**src/design/brsdvs_pkg.sv**
```systemverilog
package brsdvs_pkg;

  // ----------------------------------------------------------------------
  // Rail slots and sizes
  // ----------------------------------------------------------------------
  localparam int NUM_RAILS = 7;
  localparam int NUM_DVS = 4;
  localparam int NUM_SYNC = 25;
  localparam int NUM_ANA_REQ = 4;
  // Slot order: a_dual, b_dual, c_single, d_single, e_single, f_single,
  // g_single. Of these, the four a, b, d, f are the scaling rails.
  localparam int RAIL_A = 0;
  localparam int RAIL_B = 1;
  localparam int RAIL_C = 2;
  localparam int RAIL_D = 3;
  localparam int RAIL_E = 4;
  localparam int RAIL_F = 5;
  localparam int RAIL_G = 6;

  // ----------------------------------------------------------------------
  // Register byte offsets
  // ----------------------------------------------------------------------
  localparam logic [7:0] OFS_PG_MASK_A = 8'h00;
  localparam logic [7:0] OFS_PG_MASK_B = 8'h04;
  localparam logic [7:0] OFS_CTRL = 8'h08;
  localparam logic [7:0] OFS_PIN_MAP = 8'h0c;
  localparam logic [7:0] OFS_STATUS = 8'h40;
  localparam logic [7:0] OFS_ADC_SEL = 8'h44;
  localparam logic [7:0] OFS_LDO = 8'h48;
  localparam logic [7:0] OFS_PRIMARY = 8'h10;
  localparam logic [7:0] OFS_ALTERNATE = 8'h30;

  // ----------------------------------------------------------------------
  // Fields and reset values
  // ----------------------------------------------------------------------
  localparam int MB_EXT_MASK = 0;
  localparam int MB_TYPE_SEL = 1;
  localparam int MB_POL_INV = 2;
  localparam int MB_COMBINE = 3;
  localparam int ALT_SEL_BIT = 8;
  localparam int LDO_EN_BIT = 6;
  localparam logic [6:0] RST_MASK_A = 7'h7e;
  localparam logic [3:0] RST_MASK_B = 4'h1;
  localparam logic [7:0] RST_CTRL = 8'h00;
  localparam logic [7:0] RST_PIN_MAP = 8'h00;
  localparam logic [7:0] RST_CODE = 8'h00;
  localparam logic [8:0] RST_ALT = 9'h000;
  localparam logic [3:0] RST_ADC_SEL = 4'h0;
  localparam logic [6:0] RST_LDO = 7'h00;
  localparam logic [5:0] LDO_UPPER_CODE = 6'h1b;

  // ----------------------------------------------------------------------
  // Phase force encodings
  // ----------------------------------------------------------------------
  localparam logic [1:0] PH_AUTO = 2'h0;
  localparam logic [1:0] PH_FORCE_MULTI = 2'h1;
  localparam logic [1:0] PH_FORCE_SINGLE = 2'h2;

  // ----------------------------------------------------------------------
  // Bus answers
  // ----------------------------------------------------------------------
  localparam logic [1:0] RESP_OKAY = 2'h0;
  localparam logic [1:0] RESP_SLVERR = 2'h2;

  // ----------------------------------------------------------------------
  // Timing
  // ----------------------------------------------------------------------
  localparam int CLK_PERIOD_NS = 40;
  localparam int CODE_STEP_UV = 10000;
  localparam int SLEW_UV_PER_US = 2500;
  localparam int DVS_STEP_NS = CODE_STEP_UV * 1000 / SLEW_UV_PER_US;
  localparam int DVS_STEP_CYC =
    (DVS_STEP_NS + CLK_PERIOD_NS - 1) / CLK_PERIOD_NS;

endpackage : brsdvs_pkg

```
**src/design/brsdvs_top.sv**
```systemverilog
// Contract
// - One shared bit picks voltage-and-current or current-only power-good.
// - Combined mode: good only while unmasked rails in window, under limit.
// - Every source maskable in two registers; reset leaves dual rail a only.
// - Voltage check of a ramping rail is suppressed.
// - Combine bit adds power-good to current result; one rail measured.
// - External converter good pin is an extra power-good source.
// - Scaling rails move their target at a fixed 2.5 mV/us.
// - Pin control: assigned pin active picks primary, else alternate; unassigned rail stays primary.
// - Alternate code zero turns the rail off when selected.
// - Alternate-select bit defaults primary, works only with pin control off.
// - Non-scaling rails jump straight to a new target.
// - Strap picks dual or triple for group a; dual registers drive triple.
// - Same strap choice for group b, dual registers drive triple.
// - Multi-phase rails auto-shed phases; two-bit field forces either mode.
// - Dual phases opposite, triple 120 deg apart, one phase at light load.
// - LDO range crossing is refused unless the regulator restarts.
// - Analog supply LDO follows analog demand automatically.
// - Primary code zero also turns the rail off.
//
// Decided for this implementation: the address map and the AXI4-Lite slave port.
module brsdvs_top #(
  parameter int STEP_CYC = brsdvs_pkg::DVS_STEP_CYC
) (
  input wire logic I_MCLK,
  input wire logic I_RST_N,
  input wire logic I_CE,
  input wire logic [7:0] I_AWADDR,
  input wire logic I_AWVALID,
  output logic O_AWREADY,
  input wire logic [31:0] I_WDATA,
  input wire logic [3:0] I_WSTRB,
  input wire logic I_WVALID,
  output logic O_WREADY,
  output logic [1:0] O_BRESP,
  output logic O_BVALID,
  input wire logic I_BREADY,
  input wire logic [7:0] I_ARADDR,
  input wire logic I_ARVALID,
  output logic O_ARREADY,
  output logic [31:0] O_RDATA,
  output logic [1:0] O_RRESP,
  output logic O_RVALID,
  input wire logic I_RREADY,
  input wire logic [6:0] I_RAIL_VOK,
  input wire logic [6:0] I_RAIL_ILIM,
  input wire logic I_EXT_PG,
  input wire logic I_SLEEP_CTRL_PIN_N,
  input wire logic I_AUX_ENABLE_PIN,
  input wire logic I_LIGHT_LOAD_A,
  input wire logic I_LIGHT_LOAD_B,
  input wire logic I_OTP_TRIPLE_A,
  input wire logic I_OTP_TRIPLE_B,
  input wire logic [3:0] I_ANA_REQ,
  output logic O_POWER_GOOD,
  output logic [55:0] O_RAIL_CODE,
  output logic [6:0] O_RAIL_EN,
  output logic [6:0] O_ADC_ILMON_SEL,
  output logic O_ADC_PG_TAG,
  output logic [1:0] O_PHASES_A,
  output logic [1:0] O_PHASES_B,
  output logic O_STAGGER_120_A,
  output logic O_STAGGER_120_B,
  output logic O_LDO_EN,
  output logic [5:0] O_LDO_CODE,
  output logic O_ANA_LDO_EN
);

  // ----------------------------------------------------------------------
  // State
  // ----------------------------------------------------------------------
  typedef struct packed {
    logic aw_have;
    logic w_have;
    logic [7:0] awaddr;
    logic [31:0] wdata;
    logic [3:0] wstrb;
    logic awready;
    logic wready;
    logic bvalid;
    logic [1:0] bresp;
    logic arready;
    logic rvalid;
    logic [1:0] rresp;
    logic [31:0] rdata;
    logic [6:0] mask_a;
    logic [3:0] mask_b;
    logic [7:0] ctrl;
    logic [7:0] pin_map;
    logic [6:0][7:0] prim;
    logic [3:0][8:0] alt;
    logic [3:0] adc_sel;
    logic [6:0] ldo;
    logic otp_done;
    logic triple_a;
    logic triple_b;
    logic pg_out;
    logic pg_tag;
    logic [6:0] ilmon;
    logic [6:0][7:0] rail_code;
    logic [6:0] rail_en;
    logic [1:0] phases_a;
    logic [1:0] phases_b;
    logic ana_en;
  } brsdvs_st_t;

  brsdvs_st_t st_ff;
  brsdvs_st_t nxt_st;

  logic [brsdvs_pkg::NUM_SYNC-1:0] sync_in;
  logic [brsdvs_pkg::NUM_SYNC-1:0] sync_out;
  logic [6:0] vok;
  logic [6:0] ilim;
  logic ext_pg;
  logic sleep_act;
  logic aux_act;
  logic light_a;
  logic light_b;
  logic otp_a;
  logic otp_b;
  logic [3:0] ana_req;
  logic [3:0][7:0] dvs_target;
  logic [3:0][7:0] dvs_code;
  logic [3:0] dvs_ramp;
  logic [6:0] ramping;
  logic [6:0][7:0] code_now;
  logic [6:0] fault;
  logic [6:0] src_used;
  logic pg_ok;

  // ----------------------------------------------------------------------
  // Pin synchronisers
  // ----------------------------------------------------------------------
  assign sync_in = {I_ANA_REQ, I_OTP_TRIPLE_B, I_OTP_TRIPLE_A,
    I_LIGHT_LOAD_B, I_LIGHT_LOAD_A, I_AUX_ENABLE_PIN, I_SLEEP_CTRL_PIN_N,
    I_EXT_PG, I_RAIL_ILIM, I_RAIL_VOK};

  brsdvs_sync #(
    .WIDTH(brsdvs_pkg::NUM_SYNC)
  ) u_sync (
    .I_MCLK(I_MCLK),
    .I_RST_N(I_RST_N),
    .i_ce(I_CE),
    .i_async(sync_in),
    .o_sync(sync_out)
  );

  assign vok = sync_out[6:0];
  assign ilim = sync_out[13:7];
  assign ext_pg = sync_out[14];
  assign sleep_act = sync_out[15];
  assign aux_act = sync_out[16];
  assign light_a = sync_out[17];
  assign light_b = sync_out[18];
  assign otp_a = sync_out[19];
  assign otp_b = sync_out[20];
  assign ana_req = sync_out[24:21];

  // ----------------------------------------------------------------------
  // Level selection and slew for the scaling rails
  // ----------------------------------------------------------------------
  localparam int DVS_SLOT [4] = '{brsdvs_pkg::RAIL_A, brsdvs_pkg::RAIL_B,
    brsdvs_pkg::RAIL_D, brsdvs_pkg::RAIL_F};

  for (genvar g = 0; g < brsdvs_pkg::NUM_DVS; g++) begin : g_dvs
    logic pin_on;
    logic assigned;
    logic use_alt;
    assign assigned = st_ff.pin_map[g] | st_ff.pin_map[g+4];
    assign pin_on = (st_ff.pin_map[g] & sleep_act)
      | (st_ff.pin_map[g+4] & aux_act);
    // Unassigned rail under pin control falls back to the primary level
    assign use_alt = st_ff.ctrl[g+4] ? (assigned & ~pin_on)
      : st_ff.alt[g][brsdvs_pkg::ALT_SEL_BIT];
    assign dvs_target[g] = use_alt ? st_ff.alt[g][7:0]
      : st_ff.prim[DVS_SLOT[g]];

    brsdvs_slew #(
      .CODE_W(8),
      .STEP_CYC(STEP_CYC)
    ) u_slew (
      .I_MCLK(I_MCLK),
      .I_RST_N(I_RST_N),
      .i_ce(I_CE),
      .i_target(dvs_target[g]),
      .o_code(dvs_code[g]),
      .o_ramping(dvs_ramp[g])
    );
  end

  always_comb begin
    code_now = st_ff.prim;
    ramping = '0;
    for (int i = 0; i < brsdvs_pkg::NUM_DVS; i++) begin
      code_now[DVS_SLOT[i]] = dvs_code[i];
      ramping[DVS_SLOT[i]] = dvs_ramp[i];
    end
    // Triple mode folds the single rail into the dual rail's registers
    if (st_ff.triple_a) begin
      code_now[brsdvs_pkg::RAIL_C] = '0;
    end
    if (st_ff.triple_b) begin
      code_now[brsdvs_pkg::RAIL_E] = '0;
    end
  end

  // ----------------------------------------------------------------------
  // Power-good combine
  // ----------------------------------------------------------------------
  always_comb begin
    src_used = ~st_ff.mask_a;
    src_used[brsdvs_pkg::RAIL_C] = src_used[brsdvs_pkg::RAIL_C]
      & ~st_ff.triple_a;
    src_used[brsdvs_pkg::RAIL_E] = src_used[brsdvs_pkg::RAIL_E]
      & ~st_ff.triple_b;
    for (int i = 0; i < brsdvs_pkg::NUM_RAILS; i++) begin
      fault[i] = ilim[i]
        | (~st_ff.mask_b[brsdvs_pkg::MB_TYPE_SEL]
        & ~ramping[i] & ~vok[i]);
    end
  end

  assign pg_ok = ~|(fault & src_used)
    & (ext_pg | st_ff.mask_b[brsdvs_pkg::MB_EXT_MASK]);

  // ----------------------------------------------------------------------
  // Next state
  // ----------------------------------------------------------------------
  logic [5:0] ph_idx;
  logic wr_go;
  logic [5:0] new_ldo_code;
  logic new_ldo_en;

  always_comb begin
    nxt_st = st_ff;
    ph_idx = '0;
    wr_go = 1'b0;
    new_ldo_code = '0;
    new_ldo_en = 1'b0;
    if (I_CE) begin
      // Write address and data may arrive in either order
      if (I_AWVALID && st_ff.awready) begin
        nxt_st.aw_have = 1'b1;
        nxt_st.awaddr = I_AWADDR;
        nxt_st.awready = 1'b0;
      end
      if (I_WVALID && st_ff.wready) begin
        nxt_st.w_have = 1'b1;
        nxt_st.wdata = I_WDATA;
        nxt_st.wstrb = I_WSTRB;
        nxt_st.wready = 1'b0;
      end
      wr_go = st_ff.aw_have && st_ff.w_have && !st_ff.bvalid;
      if (st_ff.bvalid && I_BREADY) begin
        nxt_st.bvalid = 1'b0;
        nxt_st.awready = 1'b1;
        nxt_st.wready = 1'b1;
      end
      if (wr_go) begin
        nxt_st.aw_have = 1'b0;
        nxt_st.w_have = 1'b0;
        nxt_st.bvalid = 1'b1;
        nxt_st.bresp = brsdvs_pkg::RESP_OKAY;
        ph_idx = 6'(st_ff.awaddr[7:2]);
        if (st_ff.wstrb[0]) begin
          case (st_ff.awaddr)
            brsdvs_pkg::OFS_PG_MASK_A: nxt_st.mask_a = st_ff.wdata[6:0];
            brsdvs_pkg::OFS_PG_MASK_B: nxt_st.mask_b = st_ff.wdata[3:0];
            brsdvs_pkg::OFS_CTRL: nxt_st.ctrl = st_ff.wdata[7:0];
            brsdvs_pkg::OFS_PIN_MAP: nxt_st.pin_map = st_ff.wdata[7:0];
            brsdvs_pkg::OFS_ADC_SEL: nxt_st.adc_sel = st_ff.wdata[3:0];
            brsdvs_pkg::OFS_LDO: begin
              new_ldo_code = st_ff.wdata[5:0];
              new_ldo_en = st_ff.wdata[brsdvs_pkg::LDO_EN_BIT];
              nxt_st.ldo[brsdvs_pkg::LDO_EN_BIT] = new_ldo_en;
              // Range crossing only while off or in the disabling write
              if (!st_ff.ldo[brsdvs_pkg::LDO_EN_BIT] || !new_ldo_en ||
                  ((new_ldo_code >= brsdvs_pkg::LDO_UPPER_CODE) ==
                   (st_ff.ldo[5:0] >= brsdvs_pkg::LDO_UPPER_CODE))) begin
                nxt_st.ldo[5:0] = new_ldo_code;
              end
            end
            default: begin
            end
          endcase
        end
        if (st_ff.awaddr >= brsdvs_pkg::OFS_PRIMARY &&
            ph_idx < 6'h0b && st_ff.wstrb[0]) begin
          nxt_st.prim[3'(ph_idx - 6'h04)] = st_ff.wdata[7:0];
        end
        if (st_ff.awaddr >= brsdvs_pkg::OFS_ALTERNATE &&
            ph_idx < 6'h10) begin
          if (st_ff.wstrb[0]) begin
            nxt_st.alt[2'(ph_idx - 6'h0c)][7:0] = st_ff.wdata[7:0];
          end
          if (st_ff.wstrb[1]) begin
            nxt_st.alt[2'(ph_idx - 6'h0c)][brsdvs_pkg::ALT_SEL_BIT] =
              st_ff.wdata[brsdvs_pkg::ALT_SEL_BIT];
          end
        end
        if (!(st_ff.awaddr inside {brsdvs_pkg::OFS_PG_MASK_A,
            brsdvs_pkg::OFS_PG_MASK_B, brsdvs_pkg::OFS_CTRL,
            brsdvs_pkg::OFS_PIN_MAP, brsdvs_pkg::OFS_ADC_SEL,
            brsdvs_pkg::OFS_LDO, brsdvs_pkg::OFS_STATUS}) &&
            !(ph_idx >= 6'h04 && ph_idx < 6'h10)) begin
          nxt_st.bresp = brsdvs_pkg::RESP_SLVERR;
        end
      end
      // Read channel: one outstanding read
      if (st_ff.rvalid && I_RREADY) begin
        nxt_st.rvalid = 1'b0;
        nxt_st.arready = 1'b1;
      end
      if (I_ARVALID && st_ff.arready) begin
        nxt_st.arready = 1'b0;
        nxt_st.rvalid = 1'b1;
        nxt_st.rresp = brsdvs_pkg::RESP_OKAY;
        nxt_st.rdata = '0;
        ph_idx = 6'(I_ARADDR[7:2]);
        case (I_ARADDR)
          brsdvs_pkg::OFS_PG_MASK_A: nxt_st.rdata[6:0] = st_ff.mask_a;
          brsdvs_pkg::OFS_PG_MASK_B: nxt_st.rdata[3:0] = st_ff.mask_b;
          brsdvs_pkg::OFS_CTRL: nxt_st.rdata[7:0] = st_ff.ctrl;
          brsdvs_pkg::OFS_PIN_MAP: nxt_st.rdata[7:0] = st_ff.pin_map;
          brsdvs_pkg::OFS_ADC_SEL: nxt_st.rdata[3:0] = st_ff.adc_sel;
          brsdvs_pkg::OFS_LDO: nxt_st.rdata[6:0] = st_ff.ldo;
          brsdvs_pkg::OFS_STATUS: nxt_st.rdata[15:0] = {st_ff.triple_b,
            st_ff.triple_a, ramping, st_ff.pg_out, pg_ok, fault[4:0]};
          default: begin
            if (ph_idx >= 6'h04 && ph_idx < 6'h0b) begin
              nxt_st.rdata[7:0] = st_ff.prim[3'(ph_idx - 6'h04)];
            end else if (ph_idx >= 6'h0c && ph_idx < 6'h10) begin
              nxt_st.rdata[8:0] = st_ff.alt[2'(ph_idx - 6'h0c)];
            end else begin
              nxt_st.rresp = brsdvs_pkg::RESP_SLVERR;
            end
          end
        endcase
      end
      // Straps caught once after reset release, then held
      if (!st_ff.otp_done) begin
        nxt_st.otp_done = 1'b1;
        nxt_st.triple_a = otp_a;
        nxt_st.triple_b = otp_b;
      end
      nxt_st.pg_out = pg_ok ^ st_ff.mask_b[brsdvs_pkg::MB_POL_INV];
      nxt_st.pg_tag = st_ff.mask_b[brsdvs_pkg::MB_COMBINE] & pg_ok;
      // Index select keeps the measurement to a single rail
      nxt_st.ilmon = st_ff.adc_sel[3] ? 7'(7'h01 << st_ff.adc_sel[2:0])
        : 7'h00;
      nxt_st.rail_code = code_now;
      for (int i = 0; i < brsdvs_pkg::NUM_RAILS; i++) begin
        nxt_st.rail_en[i] = code_now[i] != 8'h00;
      end
      case (st_ff.ctrl[1:0])
        brsdvs_pkg::PH_FORCE_MULTI: nxt_st.phases_a = st_ff.triple_a ?
          2'h3 : 2'h2;
        brsdvs_pkg::PH_FORCE_SINGLE: nxt_st.phases_a = 2'h1;
        default: nxt_st.phases_a = light_a ? 2'h1
          : (st_ff.triple_a ? 2'h3 : 2'h2);
      endcase
      case (st_ff.ctrl[3:2])
        brsdvs_pkg::PH_FORCE_MULTI: nxt_st.phases_b = st_ff.triple_b ?
          2'h3 : 2'h2;
        brsdvs_pkg::PH_FORCE_SINGLE: nxt_st.phases_b = 2'h1;
        default: nxt_st.phases_b = light_b ? 2'h1
          : (st_ff.triple_b ? 2'h3 : 2'h2);
      endcase
      nxt_st.ana_en = |ana_req;
    end
  end

  always_ff @(posedge I_MCLK) begin
    if (!I_RST_N) begin
      st_ff <= '0;
      st_ff.awready <= 1'b1;
      st_ff.wready <= 1'b1;
      st_ff.arready <= 1'b1;
      st_ff.mask_a <= brsdvs_pkg::RST_MASK_A;
      st_ff.mask_b <= brsdvs_pkg::RST_MASK_B;
      st_ff.ctrl <= brsdvs_pkg::RST_CTRL;
      st_ff.pin_map <= brsdvs_pkg::RST_PIN_MAP;
      st_ff.adc_sel <= brsdvs_pkg::RST_ADC_SEL;
      st_ff.ldo <= brsdvs_pkg::RST_LDO;
      st_ff.alt <= {brsdvs_pkg::NUM_DVS{brsdvs_pkg::RST_ALT}};
      st_ff.prim <= {brsdvs_pkg::NUM_RAILS{brsdvs_pkg::RST_CODE}};
    end else begin
      st_ff <= nxt_st;
    end
  end

  // ----------------------------------------------------------------------
  // Outputs
  // ----------------------------------------------------------------------
  assign O_AWREADY = st_ff.awready;
  assign O_WREADY = st_ff.wready;
  assign O_BVALID = st_ff.bvalid;
  assign O_BRESP = st_ff.bresp;
  assign O_ARREADY = st_ff.arready;
  assign O_RVALID = st_ff.rvalid;
  assign O_RRESP = st_ff.rresp;
  assign O_RDATA = st_ff.rdata;
  assign O_POWER_GOOD = st_ff.pg_out;
  assign O_RAIL_CODE = st_ff.rail_code;
  assign O_RAIL_EN = st_ff.rail_en;
  assign O_ADC_ILMON_SEL = st_ff.ilmon;
  assign O_ADC_PG_TAG = st_ff.pg_tag;
  assign O_PHASES_A = st_ff.phases_a;
  assign O_PHASES_B = st_ff.phases_b;
  assign O_STAGGER_120_A = st_ff.triple_a;
  assign O_STAGGER_120_B = st_ff.triple_b;
  assign O_LDO_EN = st_ff.ldo[brsdvs_pkg::LDO_EN_BIT];
  assign O_LDO_CODE = st_ff.ldo[5:0];
  assign O_ANA_LDO_EN = st_ff.ana_en;

endmodule // brsdvs_top

```
**src/design/brsdvs_sync.sv**
```systemverilog
module brsdvs_sync #(
  parameter int WIDTH = 1
) (
  input wire logic I_MCLK,
  input wire logic I_RST_N,
  input wire logic i_ce,
  input wire logic [WIDTH-1:0] i_async,
  output logic [WIDTH-1:0] o_sync
);

  typedef struct packed {
    logic [WIDTH-1:0] meta;
    logic [WIDTH-1:0] stab;
  } brsdvs_sync_st_t;

  brsdvs_sync_st_t st_ff;
  brsdvs_sync_st_t nxt_st;

  always_comb begin
    nxt_st = st_ff;
    if (i_ce) begin
      nxt_st.meta = i_async;
      nxt_st.stab = st_ff.meta;
    end
  end

  always_ff @(posedge I_MCLK) begin
    if (!I_RST_N) begin
      // Flushes during reset
      st_ff <= '{i_async, st_ff.meta};
    end else begin
      st_ff <= nxt_st;
    end
  end

  assign o_sync = st_ff.stab;

endmodule // brsdvs_sync

```
**src/design/brsdvs_slew.sv**
```systemverilog
module brsdvs_slew #(
  parameter int CODE_W = 8,
  parameter int STEP_CYC = 100
) (
  input wire logic I_MCLK,
  input wire logic I_RST_N,
  input wire logic i_ce,
  input wire logic [CODE_W-1:0] i_target,
  output logic [CODE_W-1:0] o_code,
  output logic o_ramping
);

  typedef struct packed {
    logic [CODE_W-1:0] code;
    logic [15:0] cnt;
  } brsdvs_slew_st_t;

  brsdvs_slew_st_t st_ff;
  brsdvs_slew_st_t nxt_st;

  always_comb begin
    nxt_st = st_ff;
    if (i_ce) begin
      // Off and power-up jump; only live moves are rate limited
      if (i_target == '0 || st_ff.code == '0) begin
        nxt_st.code = i_target;
        nxt_st.cnt = '0;
      end else if (st_ff.code != i_target) begin
        if (st_ff.cnt == 16'(STEP_CYC - 1)) begin
          nxt_st.cnt = '0;
          if (st_ff.code < i_target) begin
            nxt_st.code = st_ff.code + CODE_W'(1);
          end else begin
            nxt_st.code = st_ff.code - CODE_W'(1);
          end
        end else begin
          nxt_st.cnt = st_ff.cnt + 16'h0001;
        end
      end else begin
        nxt_st.cnt = '0;
      end
    end
  end

  always_ff @(posedge I_MCLK) begin
    if (!I_RST_N) begin
      st_ff <= '0;
    end else begin
      st_ff <= nxt_st;
    end
  end

  assign o_code = st_ff.code;
  assign o_ramping = (st_ff.code != i_target) && (st_ff.code != '0)
    && (i_target != '0);

endmodule // brsdvs_slew

```
**config.mk**
```make
export PLATFORM = sky130hd
export DESIGN_NAME = brsdvs_top
export DESIGN_NICKNAME = d
export VERILOG_FILES = /design/src/design/brsdvs_pkg.sv /design/src/design/brsdvs_top.sv /design/src/design/brsdvs_sync.sv /design/src/design/brsdvs_slew.sv
export SDC_FILE = /design/constraint.sdc
export NUM_CORES = 1
export LEC_CHECK = 0
export ABC_AREA = 0
export BUFFER_PORTS_ARGS = -buffer_cell sky130_fd_sc_hd__buf_2
export CAP_MARGIN = 5
export CORE_ASPECT_RATIO = 1.4
export CORE_UTILIZATION = 64
export CTS_CLUSTER_SIZE = 28
export DETAILED_ROUTE_END_ITERATION = 10
export PLACE_DENSITY = 0.89
export SLEW_MARGIN = 20
export SYNTH_ARGS = -nofsm -noshare
export SYNTH_HDL_FRONTEND = slang
export SYNTH_SLANG_ARGS = --single-unit
```
**constraint.sdc**
```tcl
create_clock -name I_MCLK -period 9.7 [get_ports I_MCLK]
set_input_delay 0.97 -clock I_MCLK [delete_from_list [all_inputs] [get_ports I_MCLK]]
set_output_delay 0.97 -clock I_MCLK [all_outputs]
set_load 0.01 [all_outputs]
```
Yosys cells after proc, flatten, opt, wreduce, memory -nomap -nowiden
Index checks and enable logic that the tools add are counted.
{"block": "word_totals", "reg_bits": 402, "in_bits": 85, "out_inout_bits": 127, "word_cells": 371}
{"block": "classes", "n_addsub": 16, "magnitude_cmp": 21, "n_eq_ne": 26, "n_shift": 1, "mux": 82, "bitwise_logic": 65, "n_reduce_logical": 102}
{"operator": "$mux 36", "n": 6}
{"operator": "$mux 8", "n": 22}
{"operator": "$mux 16", "n": 8}
{"operator": "$mux 50", "n": 2}
{"operator": "$mux 24", "n": 4}
{"operator": "$reduce_bool 8->1", "n": 11}
{"operator": "$logic_not 8->1", "n": 10}
{"operator": "$bwmux 36", "n": 2}
{"operator": "$add 16x1->16 const B", "n": 4}
{"operator": "$eq 16x7->1 const B", "n": 4}
{"operator": "$bwmux 56", "n": 1}
{"operator": "$eq 8x7->1 const B", "n": 6}
{"operator": "$demux 9 s2", "n": 2}
{"operator": "$add 8x1->8 const B", "n": 4}
{"operator": "$eq 8x4->1 const B", "n": 4}
{"operator": "$lt 8x8->1", "n": 4}
{"operator": "$ne 8x8->1", "n": 4}
{"operator": "$sub 8x1->8 const B", "n": 4}
{"operator": "$pmux 4 s7", "n": 1}
{"operator": "$reduce_bool 2->1", "n": 14}
{"operator": "$and 1x1->1", "n": 27}
{"operator": "$mux 9", "n": 3}
{"operator": "$bmux 8 s3", "n": 1}
{"operator": "$demux 8 s3", "n": 1}
{"operator": "other kinds (45)", "n": 164}

Longest topological paths before layout
Gate-level depths: netlist of run 1.
{"block": "logic_depth", "depth_word": 19, "mapped_depth": 17}

Cells and area by module
Synthesis of run 1 repeated with hierarchy kept, for this count alone.
{"block": "unflattened", "hier_cells": 2290, "hier_area_um2": 20380.8}
{"mod": "brsdvs_top", "n_inst": 1, "cells_each": 1426, "area_each_um2": 12137.9, "seq_area_each_um2": 5024.8}
{"mod": "brsdvs_slew at g_dvs[1].u_slew ...", "n_inst": 2, "cells_each": 203, "area_each_um2": 1702.9, "seq_area_each_um2": 480.5}
{"mod": "brsdvs_slew at g_dvs[2].u_slew", "n_inst": 1, "cells_each": 204, "area_each_um2": 1670.4, "seq_area_each_um2": 480.5}
{"mod": "brsdvs_slew at g_dvs[0].u_slew", "n_inst": 1, "cells_each": 203, "area_each_um2": 1659.1, "seq_area_each_um2": 480.5}
{"mod": "brsdvs_sync", "n_inst": 1, "cells_each": 51, "area_each_um2": 1507.7, "seq_area_each_um2": 1501.4}

Worst setup path before layout of run 1
OpenSTA, ideal clock, no wires.
{"block": "synth_timing", "kind": "register to register", "start": "reg st_ff[183] (netlist name)", "end": "reg g_dvs[0].u_slew.st_ff, in the netlist g_dvs[0].u_slew.o_code[7]", "setup_time_ns": 0.070, "arrival_time_ns": 3.704, "required_time_ns": 9.630, "path_slack_ns": 5.926, "stages_incl_launch_ff": 18, "path_buffers": 1, "cell_sequence": "dfxtp_1 > or2_1 > a31oi_1 > buf_4 > mux2i_1 > ha_1 > nor2b_1 > o211ai_1 > a21oi_1 > a211o_1 > ha_1 > a21oi_1 > nor2b_1 > o31a_1 > o41a_1 > xor2_1 > mux2_2 > a21oi_1"}
{"block": "synth_via", "elab_chain_cells": 11}
{"element": "start: declaration", "line": "brsdvs_top.sv:107", "text": "brsdvs_st_t st_ff;"}
{"element": "start signal: assignment", "line": "brsdvs_top.sv:388", "text": "st_ff <= nxt_st;"}
{"element": "$and 1x1->1", "line": "brsdvs_top.sv:170", "text": "assign pin_on = (st_ff.pin_map[g] & sleep_act)"}
{"element": "$or 1x1->1", "line": "brsdvs_top.sv:171", "text": "| (st_ff.pin_map[g+4] & aux_act);"}
{"element": "$not 1->1", "line": "brsdvs_top.sv:173", "text": "assign use_alt = st_ff.ctrl[g+4] ? (assigned & ~pin_on)"}
{"element": "$and 1x1->1 (*)", "line": "brsdvs_top.sv:173"}
{"element": "$mux 1 (*)", "line": "brsdvs_top.sv:173"}
{"element": "$mux 8 (*)", "line": "brsdvs_top.sv:175", "text": "assign dvs_target[g] = use_alt ? st_ff.alt[g][7:0]"}
{"element": "$lt 8x8->1", "line": "brsdvs_slew.sv:31", "text": "if (st_ff.code < i_target) begin"}
{"element": "$mux 8", "line": "brsdvs_slew.sv:31"}
{"element": "$mux 8", "line": "brsdvs_slew.sv:29", "text": "if (st_ff.cnt == 16'(STEP_CYC - 1)) begin"}
{"element": "$mux 8", "line": "brsdvs_slew.sv:28", "text": "end else if (st_ff.code != i_target) begin"}
{"element": "$mux 24", "line": "brsdvs_slew.sv:25", "text": "if (i_target == '0 || st_ff.code == '0) begin"}
{"element": "end signal: assignment", "line": "brsdvs_slew.sv:49", "text": "st_ff <= nxt_st;"}
{"element": "end: declaration", "line": "brsdvs_slew.sv:18", "text": "brsdvs_slew_st_t st_ff;"}
Mark *: on every way between the ends. The rest lies on a longest branch, timed or not. The select of a mux whose other input is x is not followed.
A chain may end at the register's enable or synchronous reset.

Worst setup path in the final report of run 1
{"block": "layout_timing", "start": "reg st_ff[186] (netlist name)", "end": "reg g_dvs[3].u_slew.st_ff, in the netlist g_dvs[3].u_slew.o_code[7]"}
{"block": "layout_via", "elab_chain_cells": 11}
{"element": "$and 1x1->1", "line": "brsdvs_top.sv:170"}
{"element": "$or 1x1->1", "line": "brsdvs_top.sv:171"}
{"element": "$not 1->1", "line": "brsdvs_top.sv:173"}
{"element": "$and 1x1->1 (*)", "line": "brsdvs_top.sv:173"}
{"element": "$mux 1 (*)", "line": "brsdvs_top.sv:173"}
{"element": "$mux 8 (*)", "line": "brsdvs_top.sv:175"}
{"element": "$lt 8x8->1", "line": "brsdvs_slew.sv:31"}
{"element": "$mux 8", "line": "brsdvs_slew.sv:31"}
{"element": "$mux 8", "line": "brsdvs_slew.sv:29"}
{"element": "$mux 8", "line": "brsdvs_slew.sv:28"}
{"element": "$mux 24", "line": "brsdvs_slew.sv:25"}
{"element": "end signal: assignment", "line": "brsdvs_slew.sv:49"}
{"element": "end: declaration", "line": "brsdvs_slew.sv:18"}
Marked as above.

==> out/results.txt, run 1 <==
via count of the first global-routing pass - 16663
area delta synth->final - 7.84%
Mapped Avg Cell Area - 8.81 sq um
final worst-path cycle share - 47.5%
Remaining DRCs - 0
worst-path cell chain - or2_0 -> a31oi_1 -> buf_4 -> mux2i_1 -> ha_1 -> a21o_1 -> a21o_1 -> a211o_1 -> ha_1 -> a21oi_1 -> o21ai_0 -> a2111oi_0 -> nor3_1 -> xor2_1 -> or3_1 -> a31oi_1
highest-delay cell along the critical path - a2111oi_0
final hold violations - 0
number of max-cap violations - 0
endpoint class of the critical path - flop
Root Buffer Master - clkbuf_16
flop2flop setup slack - 5100 ps
final worst slack - 5100 ps
number of synthesized flops with an enable pin - 50
gpl congestion - 0.993
pre-CTS WS - 5200 ps
Async S/R FF share, synth - 0%
routed vias - 17293
vias per std cell - 6.39
I/O pin cnt - 212
Tightest Pin Transition - 1020 ps
initial DRC count - 1649
synthesized area - 20000 sq um
PD cells - 166 nW/um^2
global route overflow - 0
Main synth FF type - dfxtp_1
RSZ-0062 raised after global routing - no
Clock Power Share - 44.1%
postcts setup bufs - 0
initial antenna violation count - 0
Tot GR Track Use - 33.1%
TritonRoute pass-1 iters - 8
fin. max-slew vios - 0
maximum number of pins on one net before global-route repair - 97
Resized Gates After CTS - 0
Hold Crit Class - flop to flop
status - finished, final reports clean
final setup violation count - 0
WL per Instance - 19.8 um
worst-skew pair later-pin latency - 540 ps
setup TNS - 0 ps
CP Launch Type - flop
library cells used by synthesis - 74
first-pass GRT wire length - 83.5 mm
Comb pwr share - 7.6%
Antenna Cells - 0
Worst Path Arrival - 5070 ps
DIE AREA - 32000 sq um
initial core utilization - 65.0%
share of cells above drive strength 1 - 13.3%
Seq cells post-synth - 397
CTS tree - done
switching power share of the total - 23.7%
Fmax - 217 MHz
P_sw - 0.850 mW
metal2 WL - 25.4 mm
Top Metal Used - met4
Mapped Cells - 2273
CP Data Required Time - 10170 ps
Nets - 2438
CP Class - flop to flop
Num CTS Buffers - 38
Min Hold Slack - 417 ps
Peak VDD IR - 0.000195 V
met3 WL post-DR - 4.70 mm
Met1 Wirelength - 19.1 mm
FP Rows - 76
CTS Buffer Depth - 3
Total Wirelength - 53.5 mm
Yosys warning count - 0
# clock sinks - 397
Yosys top cell by area - dfxtp_1
die height - 211 um
Crit Path Max Fanout - 9
Worst Clk Skew - 18.7 ps
Core Region - 30800 sq um
PortBufs - 165
synth top area cells - dfxtp_1 (35%), edfxtp_1 (7.5%), mux2i_1 (7.4%)
CP peak stage delay - 480 ps
H-tree depth - 2
chip width - 151 um
CTS clock-pin slew for the worst setup and hold paths - 70 ps
post-DP HPWL - 37.0 mm
Seq pwr share - 48.3%
register area share after synthesis - 42.2%
internal power - 2.74 mW
Yosys top cell area share - 34.7%
leakage - 9.02 nW
Antenna Nets Post-Route - 0
crit path time final - 4600 ps
Hold-fix buffers, CTS - 0
Slew HR - 31.7%
==> path summary, 6_finish.rpt <==
check | start | to | cells past startpoint
setup / recovery | st_ff[186] | g_dvs[3].u_slew.o_code[7] | 16
hold / removal | u_sync.st_ff[44] | u_sync.o_sync[19] | 0
setup reg to reg | st_ff[186] | g_dvs[3].u_slew.o_code[7] | 16
hold reg to reg | u_sync.st_ff[44] | u_sync.o_sync[19] | 0
==> cells by family (layout without fill, tap and decap cells) <==
group           after synthesis  after routing  synth area share [%]
fa+ha+maj                    68             68                  4.40
flops                       397            397                  42.2
other cells                   1             21                0.0187
mux                         185            185                  10.7
buf+inv                     267            289                  7.38
compound gates              465            465                  13.7
xor+xnor                     42             42                  1.84
simple gates                848            848                  19.7
==> layout make-up <==
| cell class | instances | area [sq um] |
|---|---|---|
| clock buffer | 51 | 1100 |
| clock inverter | 19 | 230 |
| fill | 2320 | 9220 |
| inverter | 26 | 103 |
| multi-input combinational | 1629 | 10200 |
| sequential | 397 | 8450 |
| tap | 390 | 488 |
| timing repair buffer | 193 | 1040 |
==> layer usage <==
metal  track usage [%]  vias to the layer above
li1                  -                     7954
met1              37.0                     8078
met2              55.5                      954
met3              6.40                      307
met4              24.3                        0
met5                 0                        -
==> critical path: cells and delay by family (launching register included) <==
family          cells  cell delay [ps]
compound gates      8             2060
simple gates        3              690
fa+ha+maj           2              640
flops               1              350
mux                 1              340
buf+inv             1              250
xor+xnor            1              180
==> flip-flops by register name, summed over array words and instances, names as in the netlist, 8 cells and up <==
signal and flops:
st_ff 137, g_dvs.u_slew.st_ff 64, O_RAIL_CODE 56, g_dvs.u_slew.o_code 32, u_sync.o_sync 25, u_sync.st_ff 25, O_RDATA 13, code_now 8
==> placed cells by master, fill, tap and decap left out, types with 21 or more instances in the layout <==
cell type and count:
a21oi_1 182, and3_1 32, buf_2 164, buf_4 29, clkbuf_16 41, conb_1 21
dfxtp_1 347, edfxtp_1 50, ha_1 64, inv_1 23, mux2i_1 149, nand2_1 268
nand2b_1 34, nand3_1 124, nor2_1 234, nor4_1 43, o21ai_0 139, xor2_1 23
==> power groups by stage <==
stage	combinational, mW	clock [mW]	sequential (mW)
final	0.274	1.58	1.73
after global routing	0.295	1.66	1.73
after detailed placement	0.265	0	1.77
after floorplan	0.206	0	1.76
after global placement	0.256	0	1.76
after CTS	0.268	1.59	1.73
==> through the flow <==
stage / std cells / total power [mW] / cell area [sq um] / util (%)
after floorplan: 2293 / 1.96 / 20100 / -
after global routing: 2705 / 3.68 / 21600 / 70.1
after CTS: 2705 / 3.59 / 21600 / 70.1
after detailed placement: 2635 / 2.03 / 20300 / 65.7
after global placement: 2635 / 2.02 / 20300 / 65.7
final: 2705 / 3.59 / 21600 / 70.1
==> synthesized netlist by cell type, types with 5 or more instances <==
cell type  instances
nand3b_1           6
mux2_2            13
a2bb2oi_1          6
edfxtp_1          50
a31oi_1           16
a21o_1            16
xor2_1            23
dfxtp_1          347
o21ai_0          139
nor3_1            20
inv_1             25
buf_1              6
nand2_1          268
and3_1            32
nor2b_1           14
a22oi_1            9
nand4_1           15
ha_1              64
mux4_2            20
buf_4            119
o31ai_1            9
a211oi_1          14
a22o_1             5
mux2i_1          149
nand2b_1          34
o21bai_1           8
nor2_1           235
a21oi_1          182
nand3_1          124
o211ai_1          17
xnor2_1           19
clkbuf_1          98
nor3b_1            5
buf_2             17
and2_1            14
and4_1             6
a221oi_1           8
nor4_1            43
No activity file was read; power rests on OpenSTA's default activity.
==> inputs of run 2 (changes only) <==
Settings changed: ABC_AREA 0 to 1, CORE_UTILIZATION 64 to 59, PLACE_DENSITY 0.89 to 0.83.
Clock period 9.7 ns to 4.7 ns, I/O delays scaled along.
==> run 2 against run 1 <==
Die area up 6.0%. Hold slack worse by 330 ps. Total power up 110%. Critical endpoint is now g_dvs[2].u_slew.o_code[7]. Largest cell class unchanged. Fmax up 13%. Setup slack worse by 4500 ps. Highest routed layer is now met5.
==> out/results.txt, run 2 <==
FF/Latch Area - 8450 sq um
CTS clock-pin slew for the worst setup and hold paths - 60 ps
Total Wirelength - 56.5 mm
highest-delay cell along the critical path - edfxtp_1
initial core utilization - 60.2%
Hold Crit Class - input pin to flop
PD cells - 359 nW/um^2
global route overflow - 0
crit-path most repeated cell - nand2_1
Worst Clk Skew - 14.2 ps
share of cells above drive strength 1 - 11.1%
Yosys top cell by area - dfxtp_1
kind of cell adding the most delay to the critical path - simple AND/OR/NAND/NOR gates
Async S/R FF share, synth - 0%
Antenna Nets Post-Route - 0
synthesized area - 19600 sq um
Seq cells post-synth - 397
area delta synth->final - 8.65%
I/O pin cnt - 212
synth top area cells - dfxtp_1 (35%), edfxtp_1 (7.7%), nand2_1 (7.4%)
final setup violation count - 0
Crit Path Max Fanout - 9
fin. max-slew vios - 0
maximum number of pins on one net before global-route repair - 92
# clock sinks - 397
critical path buffer and inverter count - 2
CP peak stage delay - 480 ps
crit path time final - 4060 ps
H-tree depth - 2
Core Region - 32500 sq um
CP Launch Type - flop
first-pass GRT wire length - 87.6 mm
Tightest Pin Transition - 1150 ps
Top reg by flops - st_ff
hold depth - 1
gpl congestion - 1.00
CP Data Required Time - 5100 ps
Mapped Avg Cell Area - 7.81 sq um
vias per std cell - 5.83
final worst-path cycle share - 86.3%
WL per Instance - 18.8 um
number of max-cap violations - 0
CTS Buffer Depth - 3
worst-skew pair later-pin latency - 560 ps
Min Hold Slack - 85.0 ps
commonest non-fill, non-tap cell in the layout - nand2_1
HP Start - I_RAIL_VOK[5]
flop2flop setup slack - 640 ps
Nets - 2684
Worst Path Arrival - 4460 ps
CP Class - flop to flop
RSZ-0062 raised after global routing - no
met3 WL post-DR - 3.94 mm
hold endpoint - u_sync.st_ff[30]
register area share after synthesis - 43.2%
Yosys warning count - 0
Root Buffer Master - clkbuf_16
Resized Gates After CTS - 0
chip width - 156 um
Multi-input gate area - 8680 sq um
initial antenna violation count - 3
endpoint class of the critical path - flop
path depth of the worst reg2reg path - 26
TritonRoute pass-1 iters - 8
PortBufs - 165
post-DP HPWL - 40.9 mm
synth cell count leaders - nand2_1 (386), dfxtp_1 (347), inv_1 (321)
Critical Path Stages - 26
Tot GR Track Use - 33.2%
r2r endpoint - g_dvs[2].u_slew.o_code[7]
status - finished, final reports clean
Yosys top cell area share - 35.5%
initial DRC count - 1521
R2R Path Start - u_sync.o_sync[15]
number of flip-flops in the largest register - 137
metal2 WL - 26.4 mm
Peak VDD IR - 0.000359 V
setup TNS - 0 ps
Slew HR - 23.4%
commonest cells after routing, fill and taps aside - nand2_1 (386), dfxtp_1 (347), inv_1 (320), o21ai_0 (248), a21oi_1 (224)
# fillers - 2812
routed vias - 17514
Mapped Cells - 2505
Remaining DRCs - 0
library cells used by synthesis - 51
leakage - 8.56 nW
Top Metal Used - met5
die height - 218 um
postcts setup bufs - 0
Num CTS Buffers - 39
Hold-fix buffers, CTS - 0
Main synth FF type - dfxtp_1
Met1 Wirelength - 22.0 mm
Fmax - 247 MHz
via count of the first global-routing pass - 16722
FP Rows - 78
most frequent cell after synthesis - nand2_1
DIE AREA - 33900 sq um
number of synthesized flops with an enable pin - 50
final hold violations - 0
CTS tree - done
## run 2: changes by cell type in the layout (fill, tap and decap cells not counted), moves of 21 or more
| cell | previous run | this run |
|---|---|---|
| inv_1 | 23 | 320 |
| mux2i_1 | 149 | 0 |
| nand2_1 | 268 | 386 |
| o21ai_0 | 139 | 248 |
| nor2_1 | 234 | 133 |
| o22ai_1 | 1 | 75 |
| a21oi_1 | 182 | 224 |
| nand2b_1 | 34 | 0 |
| and3_1 | 32 | 0 |
| nand3_1 | 124 | 97 |
| nand4_1 | 15 | 42 |
| nor4_1 | 43 | 17 |
| nor3_1 | 20 | 43 |
| xor2_1 | 23 | 44 |
## run 2: metrics by stage
stage / std cells / power (mW) / worst slack, ps / util, % / area (sq um)
final: 3004 / 7.63 / 644 / 65.4 / 21300
after global routing: 3004 / 7.87 / 199 / 65.4 / 21300
after CTS: 3002 / 7.65 / 695 / 65.4 / 21300
after detailed placement: 2930 / 4.28 / 727 / 61.1 / 19900
after global placement: 2930 / 4.25 / 849 / 61.1 / 19900
after floorplan: 2525 / 4.10 / 1150 / - / 19700
## run 2: cells by family after synthesis
family	Yosys count	synth area share, %
AND/OR/NAND/NOR	753	16.8
adder cells (fa/ha/maj)	68	4.50
other	1	0.0192
XOR/XNOR	51	2.28
AO/OA/AOI/OAI	688	20.3
flip-flops	397	43.2
buffers and inverters	547	12.9
## run 2: routing by layer
| metal | vias up | track usage, % |
|---|---|---|
| li1 | 8445 | - |
| met1 | 8064 | 38.9 |
| met2 | 780 | 56.1 |
| met3 | 223 | 4.75 |
| met4 | 2 | 22.4 |
| met5 | - | 0 |
## run 2: area by class of cell
class	instances	share of cell area, %
clock inverter	18	1.32
timing repair buffer	180	4.42
tap	440	2.59
inverter	332	5.87
sequential	397	39.7
multi-input combinational	1581	40.8
antenna	2	0.0235
clock buffer	54	5.24
## run 2: worst reg2reg max path, stage by stage, from the launching register on
cell	delay, ps
edfxtp_1	480
nand2_1	110
inv_1	40
nor2_1	130
nand2_2	190
nand2_4	160
nand2_1	60
nand2_1	140
ha_1	270
inv_1	60
nor2_1	30
o21ai_0	130
nand2_1	60
nand2_1	60
o211ai_1	320
ha_1	460
nand3_1	100
nand3_1	90
nand2_1	90
nand2_1	50
a21oi_1	180
nor2_1	80
o21ai_0	150
nand2_1	80
xor2_1	150
o21ai_0	150
a21oi_1	70
## run 2: worst max-delay path by stage
| stage | startpoint | to | slack (ps) |
|---|---|---|---|
| after CTS | u_sync.o_sync[15] | g_dvs[2].u_slew.o_code[7] | 700 |
| after floorplan | u_sync.o_sync[16] | g_dvs[0].u_slew.o_code[7] | 1150 |
| after global routing | u_sync.o_sync[15] | g_dvs[2].u_slew.o_code[7] | 200 |
| after detailed placement | u_sync.o_sync[15] | g_dvs[2].u_slew.o_code[7] | 730 |
| after global placement | u_sync.o_sync[15] | g_dvs[2].u_slew.o_code[7] | 850 |
| final | u_sync.o_sync[15] | g_dvs[2].u_slew.o_code[7] | 640 |
## run 2: report_power, final
group / internal (mW) / switching, mW / leakage [nW] / total (mW)
logic: 0.201 / 0.405 / 4.56 / 0.606
clock network: 2.05 / 1.37 / 0.683 / 3.42
registers: 3.53 / 0.0807 / 3.32 / 3.61
total: 5.78 / 1.85 / 8.56 / 7.63
